## config.mk

```make
export PLATFORM = sky130hd
export DESIGN_NAME = simd_sub_unit
export DESIGN_NICKNAME = d
export VERILOG_FILES = /design/src/design/simd_sub_pkg.sv /design/src/design/lane_result_if.sv /design/src/design/simd_lane_slice.sv /design/src/design/simd_sub_unit.sv
export VERILOG_INCLUDE_DIRS = /design/src /design/src/design
export SDC_FILE = /design/constraint.sdc
export NUM_CORES = 1
export LEC_CHECK = 0
export ABC_AREA = 1
export CAP_MARGIN = 20
export CORE_MARGIN = 3
export CORE_UTILIZATION = 65
export DETAILED_ROUTE_END_ITERATION = 8
export DONT_BUFFER_PORTS = 1
export GPL_TIMING_DRIVEN = 0
export MAX_ROUTING_LAYER = met4
export PLACE_DENSITY = 0.86
export REMOVE_ABC_BUFFERS = 1
export SYNTH_ARGS = -nofsm -noshare
export SYNTH_HDL_FRONTEND = slang
export SYNTH_SLANG_ARGS = --single-unit
export TNS_END_PERCENT = 1
```

## constraint.sdc

```tcl
create_clock -name core_clk -period 1.3 [get_ports core_clk]
set_input_delay 0.13 -clock core_clk [delete_from_list [all_inputs] [get_ports core_clk]]
set_output_delay 0.13 -clock core_clk [all_outputs]
set_load 0.01 [all_outputs]
```

## src/design/simd_sub_regs.svh

```systemverilog
// Purpose: Constants for the packed unsigned subtract and absolute-difference unit
// Assumes: 32-bit operand words, four byte lanes, two halfword lanes
// Notes:   Definitions only
`ifndef SIMD_SUB_REGS_SVH
`define SIMD_SUB_REGS_SVH

`define WORD_W      32
`define BYTE_W      8
`define HALF_W      16
`define BYTE_LANES  4
`define HALF_LANES  2
`define GE_W        4
`define OP_W        3
`define WORD_RESET  32'h0000_0000
`define GE_RESET    4'h0

`endif

```

## src/design/simd_sub_pkg.sv

```systemverilog
// Purpose: Types for the packed unsigned subtract and absolute-difference unit
// Assumes: Operation codes come from the instruction decoder
// Notes:   Nothing here is imported; use simd_sub_pkg::name
package simd_sub_pkg;

  // Operation selected by the decoder
  typedef enum logic [2:0] {
    op_none,
    op_halving_halfword_subtract,
    op_halving_byte_subtract,
    op_byte_abs_diff_sum,
    op_byte_abs_diff_sum_accumulate,
    op_packed_halfword_subtract,
    op_packed_byte_subtract
  } op_type;

endpackage

```

## src/design/lane_result_if.sv

```systemverilog
// Purpose: Carries lane arithmetic results from the lane slice to the unit top
// Assumes: One producer and one consumer
// Notes:   Purely combinational bundle
`timescale 1ns/1ps
`default_nettype none
`include "simd_sub_regs.svh"

interface lane_result_if;
  logic [`WORD_W-1:0] halving_half;  // Halved halfword differences
  logic [`WORD_W-1:0] halving_byte;  // Halved byte differences
  logic [`WORD_W-1:0] packed_half;   // Wrapped halfword differences
  logic [`WORD_W-1:0] packed_byte;   // Wrapped byte differences
  logic [`WORD_W-1:0] abs_sum;       // Sum of absolute byte differences
  logic [`GE_W-1:0]   ge_half;       // Halfword no-borrow flags, lane pairs
  logic [`GE_W-1:0]   ge_byte;       // Byte no-borrow flags

  modport producer (output halving_half, halving_byte, packed_half, packed_byte, abs_sum, ge_half, ge_byte);
  modport consumer (input  halving_half, halving_byte, packed_half, packed_byte, abs_sum, ge_half, ge_byte);
endinterface

`default_nettype wire

```

## src/design/simd_lane_slice.sv

```systemverilog
// Purpose: Per-lane unsigned differences, halving, flags and absolute sum
// Assumes: Operands stable for the cycle in which they are used
// Notes:   Fully combinational
`timescale 1ns/1ps
`default_nettype none
`include "simd_sub_regs.svh"

module simd_lane_slice (
  input  wire logic [`WORD_W-1:0] first_operand,
  input  wire logic [`WORD_W-1:0] second_operand,
  lane_result_if.producer         res
);

  logic [`BYTE_W-1:0] abs_byte [`BYTE_LANES];

  // ----------------------------------------------------------------
  // Byte lanes
  // ----------------------------------------------------------------
  genvar b;
  generate
    for (b = 0; b < `BYTE_LANES; b++) begin : g_byte
      logic [`BYTE_W:0] diff;
      // Difference with one borrow bit kept
      assign diff = {1'b0, first_operand[b*`BYTE_W +: `BYTE_W]}
                  - {1'b0, second_operand[b*`BYTE_W +: `BYTE_W]};
      assign res.halving_byte[b*`BYTE_W +: `BYTE_W] = diff[`BYTE_W:1];
      assign res.packed_byte[b*`BYTE_W +: `BYTE_W]  = diff[`BYTE_W-1:0];
      assign res.ge_byte[b] = ~diff[`BYTE_W];
      // Absolute value of the lane difference
      assign abs_byte[b] = diff[`BYTE_W] ? (~diff[`BYTE_W-1:0] + 8'h01) : diff[`BYTE_W-1:0];
    end
  endgenerate

  // ----------------------------------------------------------------
  // Halfword lanes
  // ----------------------------------------------------------------
  genvar h;
  generate
    for (h = 0; h < `HALF_LANES; h++) begin : g_half
      logic [`HALF_W:0] diff;
      assign diff = {1'b0, first_operand[h*`HALF_W +: `HALF_W]}
                  - {1'b0, second_operand[h*`HALF_W +: `HALF_W]};
      assign res.halving_half[h*`HALF_W +: `HALF_W] = diff[`HALF_W:1];
      assign res.packed_half[h*`HALF_W +: `HALF_W]  = diff[`HALF_W-1:0];
      assign res.ge_half[h*2 +: 2] = {2{~diff[`HALF_W]}};
    end
  endgenerate

  // Sum of the four absolute differences
  assign res.abs_sum = {24'h00_0000, abs_byte[0]} + {24'h00_0000, abs_byte[1]}
                     + {24'h00_0000, abs_byte[2]} + {24'h00_0000, abs_byte[3]};

endmodule // simd_lane_slice

`default_nettype wire

```

## src/design/simd_sub_unit.sv

```systemverilog
// Purpose: Single-cycle packed unsigned subtract and absolute-difference unit
// Assumes: Decoder supplies operation, operands and condition pass each cycle
// Notes:   Results and flag updates are registered one cycle after issue
`timescale 1ns/1ps
`default_nettype none
`include "simd_sub_regs.svh"

module simd_sub_unit (
  input  wire logic                  core_clk,
  input  wire logic                  rst_n,
  input  wire logic                  issue_valid,
  input  wire simd_sub_pkg::op_type  op,
  input  wire logic                  cond_pass,
  input  wire logic [`WORD_W-1:0]    first_operand,
  input  wire logic [`WORD_W-1:0]    second_operand,
  input  wire logic [`WORD_W-1:0]    accumulation_operand,
  output logic                       dest_write,
  output logic [`WORD_W-1:0]         dest_data,
  output logic                       flags_write,
  output logic [`GE_W-1:0]           greater_equal_lane_flags
);

  lane_result_if res ();

  logic                dest_write_q;
  logic                dest_write_d;
  logic [`WORD_W-1:0]  dest_data_q;
  logic [`WORD_W-1:0]  dest_data_d;
  logic                flags_write_q;
  logic                flags_write_d;
  logic [`GE_W-1:0]    ge_q;
  logic [`GE_W-1:0]    ge_d;

  // Decoded selects and selected values
  logic                sel_halving_half;
  logic                sel_halving_byte;
  logic                sel_abs_sum;
  logic                sel_abs_sum_acc;
  logic                sel_packed_half;
  logic                sel_packed_byte;
  logic                take;
  logic                writes_flags;
  logic [`WORD_W-1:0]  acc_sum;
  logic [`WORD_W-1:0]  result_word;
  logic [`GE_W-1:0]    flag_word;

  // ----------------------------------------------------------------
  // Lane arithmetic
  // ----------------------------------------------------------------
  simd_lane_slice u_lanes (
    .first_operand  (first_operand),
    .second_operand (second_operand),
    .res            (res)
  );

  // Accumulating sum wraps modulo the word width, as a register add would
  assign acc_sum = res.abs_sum + accumulation_operand;

  // ----------------------------------------------------------------
  // Operation decode
  // ----------------------------------------------------------------
  // One select per operation; a failed condition or idle slot selects nothing
  always_comb begin
    sel_halving_half = 1'b0;
    sel_halving_byte = 1'b0;
    sel_abs_sum      = 1'b0;
    sel_abs_sum_acc  = 1'b0;
    sel_packed_half  = 1'b0;
    sel_packed_byte  = 1'b0;
    if (issue_valid && cond_pass) begin
      case (op)
        simd_sub_pkg::op_halving_halfword_subtract: begin
          sel_halving_half = 1'b1;
        end
        simd_sub_pkg::op_halving_byte_subtract: begin
          sel_halving_byte = 1'b1;
        end
        simd_sub_pkg::op_byte_abs_diff_sum: begin
          sel_abs_sum = 1'b1;
        end
        simd_sub_pkg::op_byte_abs_diff_sum_accumulate: begin
          sel_abs_sum_acc = 1'b1;
        end
        simd_sub_pkg::op_packed_halfword_subtract: begin
          sel_packed_half = 1'b1;
        end
        simd_sub_pkg::op_packed_byte_subtract: begin
          sel_packed_byte = 1'b1;
        end
        default: begin
          sel_halving_half = 1'b0;  // Idle or unused code: nothing taken
        end
      endcase
    end
  end

  // Any select takes the slot; only the wrapped subtracts touch the flags
  assign take         = sel_halving_half | sel_halving_byte | sel_abs_sum
                      | sel_abs_sum_acc | sel_packed_half | sel_packed_byte;
  assign writes_flags = sel_packed_half | sel_packed_byte;

  // ----------------------------------------------------------------
  // Result selection
  // ----------------------------------------------------------------
  // Word written to the destination when the slot is taken
  always_comb begin
    result_word = dest_data_q;
    if (sel_halving_half) begin
      result_word = res.halving_half;
    end
    if (sel_halving_byte) begin
      result_word = res.halving_byte;
    end
    if (sel_abs_sum) begin
      result_word = res.abs_sum;
    end
    if (sel_abs_sum_acc) begin
      result_word = acc_sum;
    end
    if (sel_packed_half) begin
      result_word = res.packed_half;
    end
    if (sel_packed_byte) begin
      result_word = res.packed_byte;
    end
  end

  // ----------------------------------------------------------------
  // Lane flag selection
  // ----------------------------------------------------------------
  // Halfword subtract copies each lane's no-borrow into a flag pair
  genvar g;
  generate
    for (g = 0; g < `GE_W; g++) begin : g_flag
      assign flag_word[g] = sel_packed_half ? res.ge_half[g] : res.ge_byte[g];
    end
  endgenerate

  // ----------------------------------------------------------------
  // Write strobes
  // ----------------------------------------------------------------
  // Destination strobe pulses for one cycle after each taken operation, flag strobe only after a taken wrapped subtract
  always_comb begin
    dest_write_d  = take;
    flags_write_d = take && writes_flags;
  end

  // Strobe registers
  always_ff @(posedge core_clk or negedge rst_n) begin
    if (!rst_n) begin
      dest_write_q  <= 1'b0;
      flags_write_q <= 1'b0;
    end else begin
      dest_write_q  <= dest_write_d;
      flags_write_q <= flags_write_d;
    end
  end

  // ----------------------------------------------------------------
  // Destination data
  // ----------------------------------------------------------------
  // Last written word stands until the next taken operation
  always_comb begin
    dest_data_d = dest_data_q;
    if (take) begin
      dest_data_d = result_word;
    end
  end

  // Destination data register
  always_ff @(posedge core_clk or negedge rst_n) begin
    if (!rst_n) begin
      dest_data_q <= `WORD_RESET;
    end else begin
      dest_data_q <= dest_data_d;
    end
  end

  // ----------------------------------------------------------------
  // Lane flags
  // ----------------------------------------------------------------
  // Flags move only with a taken wrapped subtract, never on a failed condition
  always_comb begin
    ge_d = ge_q;
    if (take && writes_flags) begin
      ge_d = flag_word;
    end
  end

  // Lane flag register
  always_ff @(posedge core_clk or negedge rst_n) begin
    if (!rst_n) begin
      ge_q <= `GE_RESET;
    end else begin
      ge_q <= ge_d;
    end
  end

  // ----------------------------------------------------------------
  // Outputs
  // ----------------------------------------------------------------
  // Every output is a register, no logic after the flops
  assign dest_write               = dest_write_q;
  assign dest_data                = dest_data_q;
  assign flags_write              = flags_write_q;
  assign greater_equal_lane_flags = ge_q;

endmodule // simd_sub_unit

`default_nettype wire

```

==> impl_metrics.json <==
{
  "status": "complete, but fails checks",
  "violations": "negative setup slack",
  "critPathArrivalTime_ns": 6.03,
  "antenna_left": 0,
  "drt_first_pass_iters": 8,
  "fin_nets": 1583,
  "avgSynthCellArea_um2": 5.60,
  "slew_headroom_pct": 41.6,
  "routedWlPerCell_um": 16.3,
  "viasPerCell": 5.95,
  "wl_um": 25200,
  "rr_worst_depth": 2,
  "stdcell_area_um2": 8940,
  "netlist_top_cells_area": "nand2_1, dfrtp_1, inv_1",
  "grt_pass1_vias": 8063,
  "hold_viol_final": 0,
  "insertion_delay_ns": 0.29,
  "r2r_slack_ns": 0.47,
  "die_x_um": 115,
  "ys_ff_latch": 38,
  "grt_pass1_wl_um": 37700,
  "required_ns": 1.49,
  "crit_start": "first_operand[0]",
  "cts_tree": "yes",
  "dieHeight_um": 115,
  "path_class": "in -> reg",
  "fin_ws_ns": -4.54,
  "cp-endpoint": "dest_data[13]$_DFFE_PN0P_",
  "cts_max_level": 2,
  "max_freq_mhz": 171,
  "drc": 0,
  "placement.io_buffers": 0,
  "area_growth_pct": 14.9,
  "r2r-start": "greater_equal_lane_flags[0]$_DFFE_PN0P_",
  "yosysWarnings": 0,
  "hold_path.startpoint": "accumulation_operand[16]",
  "skew_ns": 0,
  "grt_max_degree": 39,
  "synth_top_area_cell": "nand2_1",
  "cpMostUsedCell": "nand2_1",
  "drive_gt1_share_pct": 13.6,
  "die-area_um2": 13300,
  "synth_area_um2": 7780,
  "rsz0062_at_grt": "yes",
  "grt_usage_pct": 36.1,
  "detailed_place_hpwl_um": 17900,
  "drt_iter0_drc": 1132,
  "syn_inst": 1388,
  "clock_path_buffers": 2,
  "route.vias.total": 9205,
  "maxCapViolCount": 0,
  "cts_made_buffers": 5,
  "num_io_pins": 141,
  "crit_path_end_kind": "register",
  "setup.worst_path.start_class": "input pin",
  "synth-seq-area-share_pct": 12.2,
  "core_area_um2": 11600,
  "placed_area_um2": 7880,
  "layout_min_cycle_time_ns": 5.84,
  "worst_slew_pin_slew_ns": 0.874,
  "worst_hold_path_type": "in -> reg",
  "slowest_stage": "fa_1",
  "synth_top_area_share_pct": 23.5,
  "overflow": 0,
  "start_util_pct": 67.3,
  "cts-root-buf": "clkbuf_16",
  "setup_viol": 38,
  "rr_endpoint": "greater_equal_lane_flags[0]$_DFFE_PN0P_",
  "antenna_found_initial": 1,
  "gp_congestion": 0.995,
  "path_clk_slew_ns": 0.07,
  "slew_viol_final": 0,
  "ys_types": 45,
  "cts_num_sinks": 38,
  "finalCritPeriodShare_pct": 449,
  "rows": 39,
  "slowest_delay_ns": 0.45,
  "crit_fanout": 6
}
-- Yosys cell counts (all sizes together) --
cell	number
o31ai	4
fa	15
o211ai	3
nand2	497
a21o	2
ha	64
buf	18
and2	5
nand3b	5
nor3b	1
clkbuf	8
o21bai	3
o21ai	82
inv	260
a21oi	69
xor2	39
o221ai	1
clkinv	1
xnor2	13
o21a	1
nor3	21
dfrtp	38
or2	4
a22oi	4
a31oi	3
nor2	90
nand3	125
nand4	11
o311ai	1
-- how the worst min path moves through the flow --
stage                                      endpoint  slack (ns)  cells past startpoint
after detailed placement   dest_data[7]$_DFFE_PN0P_       -0.16                      0
after floorplan            dest_data[0]$_DFFE_PN0P_       -0.17                      0
after global placement     dest_data[3]$_DFFE_PN0P_       -0.16                      0
after CTS                 dest_data[16]$_DFFE_PN0P_        0.14                      5
after global routing      dest_data[16]$_DFFE_PN0P_        0.18                      5
final                     dest_data[16]$_DFFE_PN0P_        0.14                      5
-- stage by stage --
stage / worst slack [ns] / TNS, ns / utilization (%) / hold WS, ns / instances
final: -4.54 / -132.48 / 77.3 / 0.141 / 1546
after global placement: -5.17 / -161.77 / 67.8 / -0.165 / 1505
after global routing: -4.77 / -141.43 / 77.3 / 0.178 / 1546
after floorplan: -4.30 / -128.81 / - / -0.166 / 1362
after detailed placement: -5.25 / -157.17 / 68.1 / -0.165 / 1507
after CTS: -3.95 / -116.87 / 74.9 / 0.143 / 1535
-- repair_timing --
item	4_1_cts	5_1_grt
hold buffers	2	0
gates resized for setup	93	49
endpoints found under the hold margin	38	0
buffers inserted	18	11
pin swaps	43	50
endpoints found under the setup margin	38	38
-- final cells by class --
type | instances | area (um2)
inverters | 261 | 1000
clock buffers | 5 | 125
fillers | 871 | 2630
clock inverters | 3 | 68.8
multi-input cells | 1063 | 6340
repair buffers | 32 | 274
diodes | 1 | 2.50
well taps | 143 | 179
flip-flops and latches | 38 | 951
-- cells in the final DEF, fill, tap and decap left out, drive strengths merged, types with 15 or more instances in the layout --
master,synthesis,final
a21oi,69,69
buf,18,31
xor2,39,39
inv,260,258
nor3,21,21
nor2,90,90
ha,64,64
nand3,125,125
dfrtp,38,38
fa,15,15
nand2,497,497
o21ai,82,82
-- routing by layer --
layer | GRT usage, % | wire length (um) | up-vias
met5 | - | 0 | -
met4 | 12.4 | 915 | 0
met3 | 6.68 | 3050 | 108
met2 | 55.8 | 11200 | 619
met1 | 47.4 | 10100 | 4107
li1 | - | - | 4371
-- state kept, by name (all words and copies together), names as in the netlist --
| register | cells |
|---|---|
| flags_write | 1 |
| dest_data | 32 |
| greater_equal_lane_flags | 4 |
| dest_write | 1 |
-- logic make-up (layout without fill, tap and decap cells) --
| group | after synthesis | in the layout | synth area share (%) |
|---|---|---|---|
| compound gates | 173 | 173 | 12.2 |
| buf+inv | 287 | 301 | 14.1 |
| flops | 38 | 38 | 12.2 |
| fa+ha+maj | 79 | 79 | 14.2 |
| simple gates | 759 | 759 | 40.9 |
| xor+xnor | 52 | 52 | 6.34 |
| other cells | 0 | 1 | 0 |
-- critical path, delay by kind of cell --
family          cells  cell delay [ns]
xor+xnor            2             0.36
simple gates       23             2.10
fa+ha+maj           6             1.69
buf+inv             7             0.53
compound gates      6             1.17
Power is left out: the tool's default activity adds up to more than one toggle a clock period on the data nets, which glitch-free logic cannot reach.
